File: config.mk
export PLATFORM = sky130hd
export DESIGN_NAME = i2c_status_clock_divider
export DESIGN_NICKNAME = d
export VERILOG_FILES = /design/src/i2c_status_pkg.sv /design/src/i2c_status_clock_divider.sv
export VERILOG_INCLUDE_DIRS = /design/src
export SDC_FILE = /design/constraint.sdc
export NUM_CORES = 1
export LEC_CHECK = 0
export BUFFER_PORTS_ARGS = -buffer_cell sky130_fd_sc_hd__buf_2
export CAP_MARGIN = 5
export CORE_MARGIN = 5
export CORE_UTILIZATION = 35
export CTS_BUF_LIST = sky130_fd_sc_hd__clkbuf_4
export CTS_CLUSTER_DIAMETER = 30
export DETAILED_ROUTE_END_ITERATION = 16
export GPL_TIMING_DRIVEN = 0
export MAX_ROUTING_LAYER = met4
export PLACE_DENSITY = 0.58
export REMOVE_ABC_BUFFERS = 1
export SLEW_MARGIN = 40
export SYNTH_ARGS = -nofsm -noshare
export SYNTH_HDL_FRONTEND = slang
export SYNTH_SLANG_ARGS = --single-unit
export TNS_END_PERCENT = 10
File: constraint.sdc
create_clock -name i_clk -period 2.8 [get_ports i_clk]
set_input_delay 0.56 -clock i_clk [delete_from_list [all_inputs] [get_ports i_clk]]
set_output_delay 0.56 -clock i_clk [all_outputs]
set_load 0.005 [all_outputs]
File: src/i2c_status_consts.svh
// offsets, field positions, reset values and timing counts of the status / clock divider block
// assumes a byte-addressed register port with 32-bit words
`ifndef I2C_STATUS_CONSTS_SVH
`define I2C_STATUS_CONSTS_SVH

// ----------------------------------------------------------------
// register byte addresses
// ----------------------------------------------------------------
`define OFS_CONTROL        32'hF8010000
`define OFS_ADDR_SIZE      32'hF8010004
`define OFS_INTERNAL_ADDR  32'hF801000C
`define OFS_CLOCK_WAVE     32'hF8010010
`define OFS_STATUS         32'hF8010020
`define OFS_IRQ_ENABLE     32'hF8010024
`define OFS_IRQ_DISABLE    32'hF8010028
`define OFS_IRQ_MASK       32'hF801002C
`define OFS_RX_HOLDING     32'hF8010030
`define OFS_TX_HOLDING     32'hF8010034

// ----------------------------------------------------------------
// field positions
// ----------------------------------------------------------------
`define CTL_MASTER_ENABLE  2
`define ASZ_LSB            8
`define CWG_LOW_LSB        0
`define CWG_HIGH_LSB       8
`define CWG_PRESCALE_LSB   16
`define ST_TRANSFER_DONE   0
`define ST_RX_FULL         1
`define ST_TX_EMPTY        2
`define ST_SLAVE_READ      3
`define ST_SLAVE_ADDR      4
`define ST_GENERAL_CALL    5
`define ST_RX_OVERRUN      6
`define ST_NACK            8
`define ST_ARB_LOST        9
`define ST_CLK_STRETCH     10
`define ST_ACCESS_END      11

// ----------------------------------------------------------------
// reset values and fixed patterns
// ----------------------------------------------------------------
`define STATUS_RESET       32'h0000F009
`define STATUS_RSVD_ONES   32'h0000F000
`define IRQ_VALID_BITS     32'h00000F77
`define IRQ_MASK_RESET     32'h00000000
`define INTERNAL_ADDR_RESET 24'h000000
`define CLOCK_WAVE_RESET   19'h00000

// ----------------------------------------------------------------
// timing
// ----------------------------------------------------------------
`define SCL_PHASE_EXTRA    16'h0004
`endif

File: src/i2c_status_pkg.sv
// types shared by the status / clock divider block
// assumes i2c_status_consts.svh for all numbers
package i2c_status_pkg;
  typedef logic [31:0] word_t;
  typedef logic [7:0]  byte_t;
  typedef enum logic {SCL_HIGH, SCL_LOW} scl_phase_t;
endpackage
File: src/i2c_status_clock_divider.sv
// status flags, interrupt mask, internal address and scl waveform generator of a two-wire controller
// assumes a bus sequencing engine on the same clock that reports bus events as one-cycle pulses
//
// Function
// RULE1 - internal address register supplies zero to three bytes chosen by size field
// RULE2 - master scl low lasts low divider times two to prescale plus four
// RULE3 - master scl high lasts high divider times two to prescale plus four
// RULE4 - master done flag low during frame, high after empty and stop sent
// RULE5 - slave done flag clears on start, sets on stop or foreign readdress
// RULE6 - rx full sets on byte load, clears when holding register read
// RULE7 - master tx empty clears on write, sets on shift, nack, enable
// RULE8 - slave tx empty low from write until byte sent and acknowledged
// RULE9 - software must not write tx holding while tx empty and nack set
// RULE10 - slave read flag shows direction of current slave access
// RULE11 - slave addressed sets on address match, clears on nack or stop
// RULE12 - general call flag sets on detection, clears on status read
// RULE13 - overrun sets on reload while full, status read clears it if done
// RULE14 - master nack flag sets with done, clears on status read
// RULE15 - slave read nack sets on master nack; slave write acks every byte
// RULE16 - arbitration lost sets with done, clears on status read
// RULE17 - slave stretches clock and flags it when buffer not ready
// RULE18 - access end flag sets when slave addressed clears, cleared by read
// RULE19 - enable register write sets mask bits written one
// RULE20 - disable register write clears mask bits written one
// RULE21 - mask register reads enabled sources, zero after reset
// RULE22 - size field codes zero to three internal address bytes
// RULE23 - interrupt output high while any enabled status flag set
`include "i2c_status_consts.svh"

module i2c_status_clock_divider (
  input  wire logic                  i_clk,
  input  wire logic                  i_rst_n,
  input  wire logic [31:0]           i_addr,
  input  wire i2c_status_pkg::word_t i_wdata,
  input  wire logic                  i_wr,
  input  wire logic                  i_rd,
  output i2c_status_pkg::word_t      o_rdata,
  input  wire logic                  i_master_mode,
  input  wire logic                  i_frame_start,
  input  wire logic                  i_stop_sent,
  input  wire logic                  i_byte_to_shifter,
  input  wire logic                  i_rx_load,
  input  wire i2c_status_pkg::byte_t i_rx_byte,
  input  wire logic                  i_master_nack,
  input  wire logic                  i_arb_lost,
  input  wire logic                  i_start_det,
  input  wire logic                  i_stop_det,
  input  wire logic                  i_readdr_mismatch,
  input  wire logic                  i_addr_match,
  input  wire logic                  i_addr_read,
  input  wire logic                  i_general_call,
  input  wire logic                  i_slave_tx_acked,
  input  wire logic                  i_slave_nack,
  input  wire logic                  i_next_byte_due,
  output logic                       o_scl_out,
  output logic                       o_scl_stretch,
  output logic                       o_slave_rx_ack,
  output logic [23:0]                o_internal_addr_bytes,
  output logic [1:0]                 o_internal_addr_size,
  output i2c_status_pkg::byte_t      o_tx_data,
  output logic                       o_master_enable_cmd,
  output logic                       o_irq
);
  import i2c_status_pkg::*;

  // ----------------------------------------------------------------
  // register port decode
  // ----------------------------------------------------------------
  wire hit_ctl   = (i_addr == `OFS_CONTROL);
  wire hit_asz   = (i_addr == `OFS_ADDR_SIZE);
  wire hit_internal_addr_bytes  = (i_addr == `OFS_INTERNAL_ADDR);
  wire hit_cwg   = (i_addr == `OFS_CLOCK_WAVE);
  wire hit_stat  = (i_addr == `OFS_STATUS);
  wire hit_ien   = (i_addr == `OFS_IRQ_ENABLE);
  wire hit_idis  = (i_addr == `OFS_IRQ_DISABLE);
  wire hit_imask = (i_addr == `OFS_IRQ_MASK);
  wire hit_rhr   = (i_addr == `OFS_RX_HOLDING);
  wire hit_thr   = (i_addr == `OFS_TX_HOLDING);

  wire wr_thr    = i_wr & hit_thr;
  wire rd_stat   = i_rd & hit_stat;
  wire rd_rhr    = i_rd & hit_rhr;
  wire master_enable_cmd_cmd  = i_wr & hit_ctl & i_wdata[`CTL_MASTER_ENABLE];

  // ----------------------------------------------------------------
  // configuration registers
  // ----------------------------------------------------------------
  logic [23:0] internal_addr_bytes_reg;
  logic [1:0]  asz_reg;
  logic [7:0]  low_div_reg;
  logic [7:0]  high_div_reg;
  logic [2:0]  prescale_reg;
  logic [31:0] mask_reg;
  logic [31:0] mask_next;
  byte_t       thr_reg;
  byte_t       rhr_reg;

  // RULE19 RULE20 mask set and clear
  assign mask_next = (mask_reg | (i_wr & hit_ien ? i_wdata : 32'h00000000))
                     & ~(i_wr & hit_idis ? i_wdata : 32'h00000000) & `IRQ_VALID_BITS;

  always_ff @(posedge i_clk) begin
    if (!i_rst_n) begin
      internal_addr_bytes_reg     <= `INTERNAL_ADDR_RESET;
      asz_reg      <= 2'h0;
      low_div_reg  <= 8'h00;
      high_div_reg <= 8'h00;
      prescale_reg <= 3'h0;
      mask_reg     <= `IRQ_MASK_RESET;
      thr_reg      <= 8'h00;
    end else begin
      // RULE1 RULE22 address bytes and size
      if (i_wr & hit_internal_addr_bytes) internal_addr_bytes_reg <= i_wdata[23:0];
      if (i_wr & hit_asz) asz_reg <= i_wdata[`ASZ_LSB +: 2];
      if (i_wr & hit_cwg) begin
        low_div_reg  <= i_wdata[`CWG_LOW_LSB +: 8];
        high_div_reg <= i_wdata[`CWG_HIGH_LSB +: 8];
        prescale_reg <= i_wdata[`CWG_PRESCALE_LSB +: 3];
      end
      mask_reg <= mask_next;
      if (wr_thr) thr_reg <= i_wdata[7:0];
    end
  end

  // RULE1 unused high bytes read back as zero on the address outputs
  wire [23:0] internal_addr_bytes_used = (asz_reg == 2'h0) ? 24'h000000 :
                          (asz_reg == 2'h1) ? {16'h0000, internal_addr_bytes_reg[7:0]} :
                          (asz_reg == 2'h2) ? {8'h00, internal_addr_bytes_reg[15:0]} : internal_addr_bytes_reg;

  // ----------------------------------------------------------------
  // status flags
  // ----------------------------------------------------------------
  logic transfer_done_reg, rx_holding_full_reg, tx_holding_empty_reg, slave_read_dir_reg, slave_addressed_reg, general_call_seen_reg;
  logic rx_overrun_reg, nack_reg, arb_reg, clock_stretch_flag_reg, slave_access_end_reg;
  wire  slave_mode = ~i_master_mode;

  // RULE4 RULE5 done flag: set wins over clear
  wire transfer_done_set = i_master_mode ? (i_stop_sent | i_master_nack | i_arb_lost)
                                  : (i_stop_det | i_readdr_mismatch);
  wire transfer_done_clr = i_master_mode ? i_frame_start : i_start_det;
  wire transfer_done_next = transfer_done_set | (transfer_done_reg & ~transfer_done_clr);

  // RULE6 rx full
  wire rx_holding_full_next = i_rx_load | (rx_holding_full_reg & ~rd_rhr);

  // RULE7 RULE8 tx empty, RULE9 relies on software not writing while nack stands
  wire tx_holding_empty_set = i_master_mode ? (i_byte_to_shifter | i_master_nack | master_enable_cmd_cmd)
                                 : i_slave_tx_acked;
  wire tx_holding_empty_next = tx_holding_empty_set | (tx_holding_empty_reg & ~wr_thr);

  // RULE11 slave addressed
  wire slave_addressed_next = (slave_mode & i_addr_match) |
                    (slave_addressed_reg & ~(i_slave_nack | i_stop_det));
  // RULE10 direction caught at address match
  wire slave_read_dir_next = (slave_mode & i_addr_match) ? i_addr_read : slave_read_dir_reg;
  // RULE12 general call
  wire general_call_seen_next = (slave_mode & i_general_call) | (general_call_seen_reg & ~rd_stat);
  // RULE13 overrun: read clears only with done set
  wire rx_overrun_next = (i_master_mode & i_rx_load & rx_holding_full_reg) |
                   (rx_overrun_reg & ~(rd_stat & transfer_done_reg));
  // RULE14 RULE15 nack in master and slave read
  wire nack_set  = (i_master_mode & i_master_nack) |
                   (slave_mode & slave_addressed_reg & slave_read_dir_reg & i_slave_nack);
  wire nack_next = nack_set | (nack_reg & ~rd_stat);
  // RULE16 arbitration lost
  wire arb_next = (i_master_mode & i_arb_lost) | (arb_reg & ~rd_stat);
  // RULE17 stretch while the holding buffer is not ready for the next byte
  wire clock_stretch_flag_next = slave_mode & slave_addressed_reg & i_next_byte_due &
                    (slave_read_dir_reg ? tx_holding_empty_reg : rx_holding_full_reg);
  // RULE18 access end on falling slave addressed
  wire slave_access_end_next = (slave_addressed_reg & ~slave_addressed_next) | (slave_access_end_reg & ~rd_stat);

  always_ff @(posedge i_clk) begin
    if (!i_rst_n) begin
      transfer_done_reg <= 1'b1;
      rx_holding_full_reg  <= 1'b0;
      tx_holding_empty_reg  <= 1'b0;
      slave_read_dir_reg <= 1'b1;
      slave_addressed_reg  <= 1'b0;
      general_call_seen_reg   <= 1'b0;
      rx_overrun_reg   <= 1'b0;
      nack_reg   <= 1'b0;
      arb_reg    <= 1'b0;
      clock_stretch_flag_reg  <= 1'b0;
      slave_access_end_reg <= 1'b0;
      rhr_reg    <= 8'h00;
    end else begin
      transfer_done_reg <= transfer_done_next;
      rx_holding_full_reg  <= rx_holding_full_next;
      tx_holding_empty_reg  <= tx_holding_empty_next;
      slave_read_dir_reg <= slave_read_dir_next;
      slave_addressed_reg  <= slave_addressed_next;
      general_call_seen_reg   <= general_call_seen_next;
      rx_overrun_reg   <= rx_overrun_next;
      nack_reg   <= nack_next;
      arb_reg    <= arb_next;
      clock_stretch_flag_reg  <= clock_stretch_flag_next;
      slave_access_end_reg <= slave_access_end_next;
      if (i_rx_load) rhr_reg <= i_rx_byte;
    end
  end

  wire [31:0] status_word = `STATUS_RSVD_ONES |
    ({31'h00000000, transfer_done_reg} << `ST_TRANSFER_DONE) |
    ({31'h00000000, rx_holding_full_reg}  << `ST_RX_FULL)       |
    ({31'h00000000, tx_holding_empty_reg}  << `ST_TX_EMPTY)      |
    ({31'h00000000, slave_read_dir_reg} << `ST_SLAVE_READ)    |
    ({31'h00000000, slave_addressed_reg}  << `ST_SLAVE_ADDR)    |
    ({31'h00000000, general_call_seen_reg}   << `ST_GENERAL_CALL)  |
    ({31'h00000000, rx_overrun_reg}   << `ST_RX_OVERRUN)    |
    ({31'h00000000, nack_reg}   << `ST_NACK)          |
    ({31'h00000000, arb_reg}    << `ST_ARB_LOST)      |
    ({31'h00000000, clock_stretch_flag_reg}  << `ST_CLK_STRETCH)   |
    ({31'h00000000, slave_access_end_reg} << `ST_ACCESS_END);

  // ----------------------------------------------------------------
  // read mux, one cycle latency, unmapped reads return zero
  // ----------------------------------------------------------------
  wire [31:0] rd_mux =
    hit_asz   ? {22'h000000, asz_reg, 8'h00} :
    hit_internal_addr_bytes  ? {8'h00, internal_addr_bytes_reg} :
    hit_cwg   ? {13'h0000, prescale_reg, high_div_reg, low_div_reg} :
    hit_stat  ? status_word :
    hit_imask ? mask_reg :
    hit_rhr   ? {24'h000000, rhr_reg} : 32'h00000000;

  // ----------------------------------------------------------------
  // scl waveform generator
  // ----------------------------------------------------------------
  // the divider is shifted before the add so a prescale of 7 still fits in 16 bits
  function automatic logic [15:0] phase_len(input logic [7:0] div, input logic [2:0] pre);
    phase_len = ({8'h00, div} << pre) + `SCL_PHASE_EXTRA;
  endfunction

  scl_phase_t  phase_reg;
  logic [15:0] cnt_reg;
  wire         scl_run  = i_master_mode & ~transfer_done_reg;
  wire [15:0]  low_len  = phase_len(low_div_reg, prescale_reg);
  wire [15:0]  high_len = phase_len(high_div_reg, prescale_reg);

  always_ff @(posedge i_clk) begin
    if (!i_rst_n || !scl_run) begin
      phase_reg <= SCL_HIGH;
      cnt_reg   <= 16'h0000;
    end else if (cnt_reg == 16'h0000) begin
      // RULE2 RULE3 each phase lasts its full length counted down to zero
      unique case (phase_reg)
        SCL_HIGH: begin
          phase_reg <= SCL_LOW;
          cnt_reg   <= low_len - 16'h0001;
        end
        SCL_LOW: begin
          phase_reg <= SCL_HIGH;
          cnt_reg   <= high_len - 16'h0001;
        end
      endcase
    end else begin
      cnt_reg <= cnt_reg - 16'h0001;
    end
  end

  // ----------------------------------------------------------------
  // registered outputs
  // ----------------------------------------------------------------
  always_ff @(posedge i_clk) begin
    if (!i_rst_n) begin
      o_rdata               <= 32'h00000000;
      o_scl_stretch         <= 1'b0;
      o_slave_rx_ack        <= 1'b0;
      o_internal_addr_bytes <= `INTERNAL_ADDR_RESET;
      o_internal_addr_size  <= 2'h0;
      o_tx_data             <= 8'h00;
      o_master_enable_cmd   <= 1'b0;
      o_irq                 <= 1'b0;
    end else begin
      o_rdata               <= i_rd ? rd_mux : 32'h00000000;
      // RULE17 stretch tracks the wait flag
      o_scl_stretch         <= clock_stretch_flag_next;
      // RULE15 every byte of a slave write is acknowledged
      o_slave_rx_ack        <= slave_addressed_next & ~slave_read_dir_next;
      o_internal_addr_bytes <= internal_addr_bytes_used;
      o_internal_addr_size  <= asz_reg;
      o_tx_data             <= thr_reg;
      o_master_enable_cmd   <= master_enable_cmd_cmd;
      // RULE23 interrupt from enabled flags
      o_irq                 <= |(status_word & mask_reg);
    end
  end

  // scl output mirrors the phase flip-flop
  assign o_scl_out = (phase_reg == SCL_HIGH);
endmodule

==> out/qor.txt, run 1 <==
Worst-Margin Slew: 0.776 ns
Yosys Warn Count: 0
CP startpoint kind: input port
clock transition at the registers of the reported paths: 0.16 ns
Post-DRT Antenna Nets: 0
GP Congestion: 0.931
Sw Share: 0.278
die area: 24500 sq um
clk buf depth: 2
Worst Clk Skew: 0.0252 ns
Fill cells: 2213
combinational share of power: 0.052
slowest stage delay, CP: 0.54 ns
share of cells above drive strength 1: 0.240
critical path class: in2reg
Max Slew Vio Count: 0
PwrDens: 452 nW/um^2
pre-CTS WS: -0.472 ns
DP HPWL: 15800 microns
P_leak: 3.47 nW
DR vias: 6636
GR Overflow Total: 0
Mean Syn Cell Area: 8.73 sq um
Final WS setup: 0.164 ns
Post-Syn Area: 7500 sq um
total core area: 21100 sq um
clock share of power: 0.365
root buffer cell: clkbuf_4
Max Cap Violations: 0
post-route setup TNS: 0 ns
Placement Rows: 53
HP Class: in2reg
outcome: finished, final reports clean
P_sw: 0.00110 W
Top FF cell, synth: dfxtp_1
CP endpoint kind: flop
synth-to-layout area growth: 16.7%
FF-to-FF Start: prescale_reg[2]$_SDFFE_PN0P_
Worst Reg2Reg Path Length in Cells: 9
RSZ-0062 raised after global routing: no
# DRC: 0
Post-CTS Hold Fix Bufs: 0
CP cell instances: buf_2, nor4b_1, nand4_1, nor4_4, buf_4, and2_1, a211oi_1, nor3_1
CTS tree: built
1st-iter DRT viols: 557
DIE HEIGHT: 156 microns
internal power: 0.00286 W
max_slew headroom: 0.483
fin nets: 1080
H-tree depth: 4
Initial Util: 0.356
Seq cells post-synth: 160
post-layout util: 0.415
I/O pins: 163
WL final: 22000 microns
max frequency: 0.379 GHz
number of global-route vias before repair: 6341
vias per cell: 5.21
Crit-path slowest cell: nor4_4
DR WL/cell: 17.3 microns
Port Buffers: 146
sequential power share: 0.582
initial antenna violation count: 2
post-route insts no fill: 1273
Chip Width: 156 microns
worst path arrival time: 3.10 ns
Async SR Flop Fraction: 0
Hold Crit Start: i_wdata[19]
placed cell count: 1230
Fin. Hold Viols: 0
critical path peak fanout: 13
min Tclk post-route: 2.64 ns
Reg2Reg Capture Point: cnt_reg[6]$_SDFF_PP0_
Sink Count: 160
Fin Hold WS: 0.202 ns
largest net degree at the start of global routing: 49
All-Layer GR Usage: 0.182
register area share after synthesis: 0.427
Yosys cell types: 73
final period utilization: 0.941
number of synthesized flops with an enable pin: 0
Final Setup Violations: 0
Pre-antenna DRT Iters: 5
total CTS buffers: 17
register-to-register path setup slack: 0.22 ns
WHS Endpoint: internal_addr_bytes_reg[19]$_SDFFE_PN0P_
Worst EP required: 3.26 ns
synthesized instance count: 860
hold path depth: 3
Clk Latency, worst-skew pair: 0.58 ns
first-pass GRT wire length: 34400 microns
Peak supply drop: 314 uV
==> placed cells by master (no fill, tap or decap), types with 12 or more instances in the layout <==
| cell | n |
|---|---|
| clkbuf_4 | 17 |
| nand3_1 | 13 |
| a22oi_1 | 19 |
| buf_2 | 147 |
| xnor2_1 | 12 |
| nor2_1 | 71 |
| nand2_1 | 132 |
| mux2_2 | 18 |
| and2_1 | 42 |
| dfxtp_1 | 155 |
| a21oi_1 | 86 |
| a211oi_1 | 20 |
| o21ai_0 | 15 |
| mux2i_1 | 45 |
==> routing by layer <==
layer	part of all wire	vias up	global-route usage
li1	-	3276	-
met1	0.48	3131	0.249
met2	0.44	204	0.273
met3	0.063	25	0.0390
met4	0.012	0	0.0492
met5	0	-	-
==> cells by family after synthesis <==
logic type                 after synthesis  synth area share
and+or+nand+nor                        347             0.232
AOI/OAI and AO/OA                      187             0.160
DFF                                    160             0.427
buffers and inverters                   74            0.0549
muxes                                   66            0.0940
xor gates and xnor gates                20            0.0233
adders and majority gates                5           0.00834
other                                    1          0.000500
==> cell usage after synthesis, drive strengths merged, types with 6 or more instances <==
| library cell | number | area share |
|---|---|---|
| nor3 | 14 | 0.011 |
| nor4b | 7 | 0.0090 |
| and2 | 42 | 0.035 |
| a211oi | 20 | 0.020 |
| nand4 | 6 | 0.0050 |
| buf | 32 | 0.034 |
| and3 | 12 | 0.010 |
| mux2i | 45 | 0.060 |
| o21ai | 16 | 0.011 |
| clkbuf | 30 | 0.015 |
| xnor2 | 12 | 0.014 |
| a221oi | 8 | 0.0093 |
| mux2 | 20 | 0.031 |
| a22o | 7 | 0.0082 |
| dfxtp | 160 | 0.43 |
| nor4 | 13 | 0.015 |
| inv | 11 | 0.0055 |
| a22oi | 20 | 0.021 |
| xor2 | 8 | 0.0093 |
| a21oi | 86 | 0.057 |
| nand3 | 15 | 0.010 |
| nor2 | 72 | 0.036 |
| nand2 | 132 | 0.066 |
==> power by group through the flow <==
| stage | registers [W] | logic, W | clock network [W] |
|---|---|---|---|
| finish | 0.00231 | 0.000208 | 0.00145 |
| global route | 0.00231 | 0.000225 | 0.00158 |
| CTS | 0.00231 | 0.000205 | 0.00147 |
| detailed placement | 0.00236 | 0.000204 | 0 |
| global placement | 0.00236 | 0.000197 | 0 |
| floorplan | 0.00235 | 0.0000776 | 0 |
==> critical path, delay by kind of cell <==
kind            cells  cell delay (ns)
compound gates      1             0.14
buf+inv             2             0.36
simple gates        5             2.02
==> worst max path at each step <==
stage	start	endpoint	slack (ns)	cells past startpoint
after floorplan	prescale_reg[0]$_SDFFE_PN0P_	cnt_reg[10]$_SDFF_PP0_	-0.41	8
after global placement	prescale_reg[0]$_SDFFE_PN0P_	cnt_reg[4]$_SDFF_PP0_	-1.36	9
after detailed placement	i_addr[19]	low_div_reg[0]$_SDFFE_PN0P_	-0.47	7
after CTS	cnt_reg[0]$_SDFF_PP0_	cnt_reg[9]$_SDFF_PP0_	0.007	8
after global routing	i_addr[23]	o_rdata[3]$_SDFF_PP0_	0.02	8
final	i_addr[19]	o_rdata[3]$_SDFF_PP0_	0.16	8
==> final cells by class <==
class / instances / area, sq um / area share
clock buffers: 17 / 128 / 0.0146
inverters: 12 / 47.5 / 0.00543
repair buffers: 159 / 857 / 0.0979
clock inverters: 15 / 174 / 0.0199
flip-flops and latches: 160 / 3220 / 0.368
diodes: 2 / 5.00 / 0.000572
well taps: 275 / 344 / 0.0393
multi-input cells: 633 / 3980 / 0.455
==> repair_timing <==
item | 4_1_cts | 5_1_grt
cloned | 0 | 0
hold endpoints to repair | 0 | 0
setup endpoints to repair | 4 | 6
resized for setup | 5 | 9
setup buffers | 1 | 7
==> through the flow <==
step | instance area [sq um] | power, W
3_5_place_dp | 8320 | 0.00256
3_3_place_gp | 8240 | 0.00256
6_report | 8760 | 0.00396
5_1_grt | 8760 | 0.00412
4_1_cts | 8640 | 0.00398
2_1_floorplan | 7160 | 0.00243
Note: power is estimated with default switching activity, not from simulation.
==> run 2: changes to the inputs <==
--- a/config.mk
+++ b/config.mk
@@ -8,6 +8,7 @@
 export LEC_CHECK = 0
 export BUFFER_PORTS_ARGS = -buffer_cell sky130_fd_sc_hd__buf_2
 export CAP_MARGIN = 5
+export CORE_ASPECT_RATIO = 0.75
 export CORE_MARGIN = 5
 export CORE_UTILIZATION = 35
 export CTS_BUF_LIST = sky130_fd_sc_hd__clkbuf_4
==> run 2 against run 1 <==
  * Routed wire length grew 2.0%
  * Register-to-register slack lost 0.04 ns
  * Critical endpoint is now cnt_reg[10]$_SDFF_PP0_
  * Highest routed layer unchanged
  * Clock-buffer cell count is the same
  * Final cell count grew 0.63%
  * Critical path type is now reg2reg
  * Largest power group unchanged
==> out/qor.txt, run 2 (synthesis results as in run 1) <==
Post-DRT Antenna Nets: 0
hold path depth: 3
register-to-register path setup slack: 0.18 ns
Max Cap Violations: 0
DR vias: 6664
clock transition at the registers of the reported paths: 0.16 ns
largest net degree at the start of global routing: 51
final period utilization: 0.935
commonest non-fill, non-tap cell in the layout: dfxtp_1
1st-iter DRT viols: 532
Worst-Margin Slew: 0.752 ns
I/O pins: 163
Post-CTS Hold Fix Bufs: 0
Final Setup Violations: 0
# DRC: 0
DR WL/cell: 17.5 microns
max_slew headroom: 0.496
RSZ-0062 raised after global routing: no
initial antenna violation count: 2
max frequency: 0.382 GHz
DIE HEIGHT: 137 microns
H-tree depth: 4
GP Congestion: 0.903
die area: 24500 sq um
CP startpoint kind: flop
number of global-route vias before repair: 6263
Reg2Reg Capture Point: cnt_reg[10]$_SDFF_PP0_
critical path peak fanout: 33
Pre-antenna DRT Iters: 5
total CTS buffers: 17
commonest cells after routing, fill and taps aside: dfxtp_1 (154), buf_2 (148), nand2_1 (132), a21oi_1 (86), nor2_1 (71)
HP Class: in2reg
Worst EP required: 3.31 ns
vias per cell: 5.20
All-Layer GR Usage: 0.188
Peak supply drop: 221 uV
Fin. Hold Viols: 0
CP endpoint kind: flop
synth-to-layout area growth: 16.3%
clk buf depth: 2
root buffer cell: clkbuf_4
Port Buffers: 146
worst path arrival time: 3.13 ns
Hold Crit Start: i_rx_byte[5]
Clk Latency, worst-skew pair: 0.59 ns
Fill cells: 2161
Placement Rows: 46
Sink Count: 160
WL final: 22400 microns
total core area: 21100 sq um
critical path class: reg2reg
share of cells above drive strength 1: 0.242
DP HPWL: 16400 microns
min Tclk post-route: 2.62 ns
Initial Util: 0.355
pre-CTS WS: -0.437 ns
P_leak: 3.43 nW
Worst Reg2Reg Path Length in Cells: 8
WHS Endpoint: rhr_reg[5]$_SDFFE_PN0P_
Chip Width: 179 microns
GR Overflow Total: 0
outcome: finished, final reports clean
post-layout util: 0.413
first-pass GRT wire length: 35000 microns
Final WS setup: 0.182 ns
FF-to-FF Start: prescale_reg[1]$_SDFFE_PN0P_
Worst Clk Skew: 0.0242 ns
PwrDens: 449 nW/um^2
CTS tree: built
fin nets: 1075
Max Slew Vio Count: 0
[run 2: cell count changes in the layout (fill, tap and decap cells not counted), sizes merged]
cell / delta
bufinv: -1
clkinvlp: +2
clkinv: -1
buf: -5
[run 2: worst max-delay path by stage]
| stage | cells past startpoint | slack, ns | start | end |
|---|---|---|---|---|
| after floorplan | 8 | -0.41 | prescale_reg[0]$_SDFFE_PN0P_ | cnt_reg[10]$_SDFF_PP0_ |
| after CTS | 9 | 0.04 | prescale_reg[2]$_SDFFE_PN0P_ | cnt_reg[6]$_SDFF_PP0_ |
| final | 8 | 0.18 | prescale_reg[1]$_SDFFE_PN0P_ | cnt_reg[10]$_SDFF_PP0_ |
| after detailed placement | 7 | -0.44 | i_addr[19] | high_div_reg[5]$_SDFFE_PN0P_ |
| after global placement | 9 | -1.32 | prescale_reg[0]$_SDFFE_PN0P_ | cnt_reg[4]$_SDFF_PP0_ |
| after global routing | 9 | 0.03 | prescale_reg[2]$_SDFFE_PN0P_ | cnt_reg[6]$_SDFF_PP0_ |
[run 2: final cells by class]
| class | count | area [sq um] | area share |
|---|---|---|---|
| clock inverters | 15 | 166 | 0.0191 |
| inverters | 12 | 50.0 | 0.00573 |
| multi-input cells | 633 | 3990 | 0.457 |
| well taps | 288 | 360 | 0.0413 |
| flip-flops and latches | 160 | 3220 | 0.369 |
| repair buffers | 154 | 810 | 0.0927 |
| diodes | 2 | 5.00 | 0.000573 |
| clock buffers | 17 | 128 | 0.0146 |
[run 2: power breakdown]
part | leakage (nW) | total [W] | internal [W] | switching, W
combinational | 1.99 | 0.000209 | 0.0000817 | 0.000127
clock | 0.150 | 0.00140 | 0.000407 | 0.000997
sequential | 1.30 | 0.00231 | 0.00229 | 0.0000171
[run 2: what timing repair did]
action	CTS	global route
gates resized for setup	7	11
setup endpoints to repair	5	8
buffers inserted	1	1
[run 2: stage by stage]
| step | instances | hold WS (ns) | TNS (ns) | area, sq um | power (W) |
|---|---|---|---|---|---|
| floorplan | 805 | 0.429 | -1.30 | 7160 | 0.00243 |
| global placement | 1239 | 0.437 | -71.14 | 8260 | 0.00256 |
| detailed placement | 1243 | 0.436 | -28.92 | 8330 | 0.00256 |
| CTS | 1276 | 0.158 | 0 | 8660 | 0.00396 |
| global route | 1281 | 0.141 | 0 | 8730 | 0.00407 |
| finish | 1281 | 0.191 | 0 | 8730 | 0.00392 |
[run 2: metal layers]
| layer | vias to the layer above | global-route usage | routed length (microns) |
|---|---|---|---|
| li1 | 3271 | - | - |
| met1 | 3116 | 0.278 | 11000 |
| met2 | 257 | 0.264 | 9220 |
| met3 | 20 | 0.0398 | 2050 |
| met4 | 0 | 0.0392 | 199 |
| met5 | - | - | 0 |
[run 2: worst max-delay path: stages, from the launching register on]
cell and delay (ns):
dfxtp_4 0.51, nor2_4 0.25, nand2_1 0.09, ha_1 0.24
or3_2 0.52, nor4_4 0.21, nand3b_2 0.14, o311a_1 0.40
nor4_1 0.16
==> run 3: changes to the inputs <==
--- a/config.mk
+++ b/config.mk
@@ -15,7 +15,6 @@
 export CTS_CLUSTER_DIAMETER = 30
 export DETAILED_ROUTE_END_ITERATION = 16
 export GPL_TIMING_DRIVEN = 0
-export MAX_ROUTING_LAYER = met4
 export PLACE_DENSITY = 0.58
 export REMOVE_ABC_BUFFERS = 1
 export SLEW_MARGIN = 40
==> run 3 against run 2 <==
  * Largest power group unchanged
  * Maximum frequency about the same
  * Largest cell class unchanged
  * Power is essentially flat
  * Final area about the same
  * Clock power about the same
  * Core utilization is essentially flat
  * Sequential share of layout area hardly changed
  * Setup slack improved by 0.00096 ns
  * Via count about the same
==> out/qor.txt, run 3 (synthesis results as in run 1) <==
outcome: finished, final reports clean
Fill cells: 2162
Worst-Margin Slew: 0.751 ns
Max Slew Vio Count: 0
root buffer cell: clkbuf_4
worst path arrival time: 3.13 ns
Sink Count: 160
Worst EP required: 3.31 ns
post-route insts no fill: 1280
Pre-antenna DRT Iters: 8
Chip Width: 179 microns
commonest non-fill, non-tap cell in the layout: dfxtp_1
Area after DPL: 8330 sq um
critical path peak fanout: 33
Initial Util: 0.355
I/O pins: 163
clock share of power: 0.358
min Tclk post-route: 2.62 ns
FF-to-FF Start: prescale_reg[1]$_SDFFE_PN0P_
initial antenna violation count: 2
post-route setup TNS: 0 ns
1st-iter DRT viols: 629
final period utilization: 0.935
share of cells above drive strength 1: 0.242
max frequency: 0.382 GHz
area of the multi-input gates: 3990 sq um
first-pass GRT wire length: 35100 microns
GP Congestion: 0.888
clock transition at the registers of the reported paths: 0.17 ns
Fin. Hold Viols: 0
vias per cell: 5.21
RSZ-0062 raised after global routing: no
total CTS buffers: 17
Max Cap Violations: 0
DIE HEIGHT: 137 microns
combinational share of power: 0.053
Final WS setup: 0.183 ns
total core area: 21100 sq um
P_sw: 0.00114 W
post-route cell area: 8730 sq um
All-Layer GR Usage: 0.183
# DRC: 0
DR WL/cell: 17.6 microns
post-layout util: 0.413
H-tree depth: 4
Clk Latency, worst-skew pair: 0.59 ns
crit path launch: prescale_reg[1]$_SDFFE_PN0P_
DR vias: 6668
sequential power share: 0.589
Placement Rows: 46
max_slew headroom: 0.497
internal power: 0.00278 W
Post-DRT Antenna Nets: 0
number of global-route vias before repair: 6266
largest net degree at the start of global routing: 51
die area: 24500 sq um
Peak supply drop: 220 uV
DP HPWL: 16400 microns
PwrDens: 449 nW/um^2
synth-to-layout area growth: 16.3%
WL final: 22500 microns
CTS tree: built
critical path class: reg2reg
pre-CTS WS: -0.437 ns
CP endpoint kind: flop
clk buf depth: 2
placed cell count: 1243
Sw Share: 0.291
P_leak: 3.43 nW
Seq. cell area: 3220 sq um
fin nets: 1075
Port Buffers: 146
HP Class: in2reg
commonest cells after routing, fill and taps aside: dfxtp_1 (154), buf_2 (148), nand2_1 (132), a21oi_1 (86), nor2_1 (71)
CP startpoint kind: flop
Hold Crit Start: i_rx_byte[5]
Worst Clk Skew: 0.0244 ns
Post-CTS Hold Fix Bufs: 0
GR Overflow Total: 0
Final Setup Violations: 0
## run 3: changes by cell type in the layout (fill, tap and decap cells not counted), sizes merged
cell / before / now
diode: 2 / 1
## run 3: metal layers
metal	global-route usage	up-vias	part of all wire
met5	0	-	0.00031
met3	0.0423	21	0.090
met2	0.265	281	0.41
met1	0.276	3094	0.49
li1	-	3270	-
met4	0.0392	2	0.0087
## run 3: area by class of cell
type / count / share of cell area
Tap cell: 288 / 0.0413
Sequential cell: 160 / 0.369
Clock inverter: 15 / 0.0191
Timing Repair Buffer: 154 / 0.0928
Multi-Input combinational cell: 633 / 0.457
Inverter: 12 / 0.00574
Clock buffer: 17 / 0.0146
Antenna cell: 1 / 0.000287
## run 3: final timing paths
path | to | slack, ns | cells after the start
setup / recovery | cnt_reg[10]$_SDFF_PP0_ | 0.18 | 8
hold / removal | rhr_reg[5]$_SDFFE_PN0P_ | 0.19 | 3
setup reg to reg | cnt_reg[10]$_SDFF_PP0_ | 0.18 | 8
hold reg to reg | internal_addr_bytes_reg[21]$_SDFFE_PN0P_ | 0.47 | 2
## run 3: power by group through the flow
stage	Clock (W)	Combinational, W	Sequential, W
after floorplan	0	0.0000776	0.00235
after global placement	0	0.000197	0.00236
after detailed placement	0	0.000206	0.00236
after CTS	0.00144	0.000207	0.00231
after global routing	0.00153	0.000231	0.00231
final	0.00140	0.000209	0.00231
## run 3: metrics by stage
| step | power [W] | hold WS [ns] |
|---|---|---|
| finish | 0.00392 | 0.190 |
| global route | 0.00407 | 0.141 |
| CTS | 0.00396 | 0.158 |
| detailed placement | 0.00256 | 0.436 |
| global placement | 0.00256 | 0.437 |
| floorplan | 0.00243 | 0.429 |
## run 3: repair_timing
action | CTS | global route
setup buffers | 1 | 1
setup endpoints to repair | 5 | 8
resized for setup | 7 | 11
## run 3: worst max-delay path, stage by stage (launching register included)
cell and delay [ns]:
dfxtp_4 0.51, nor2_4 0.25, nand2_1 0.09, ha_1 0.24, or3_2 0.52, nor4_4 0.21, nand3b_2 0.14, o311a_1 0.40
nor4_1 0.16
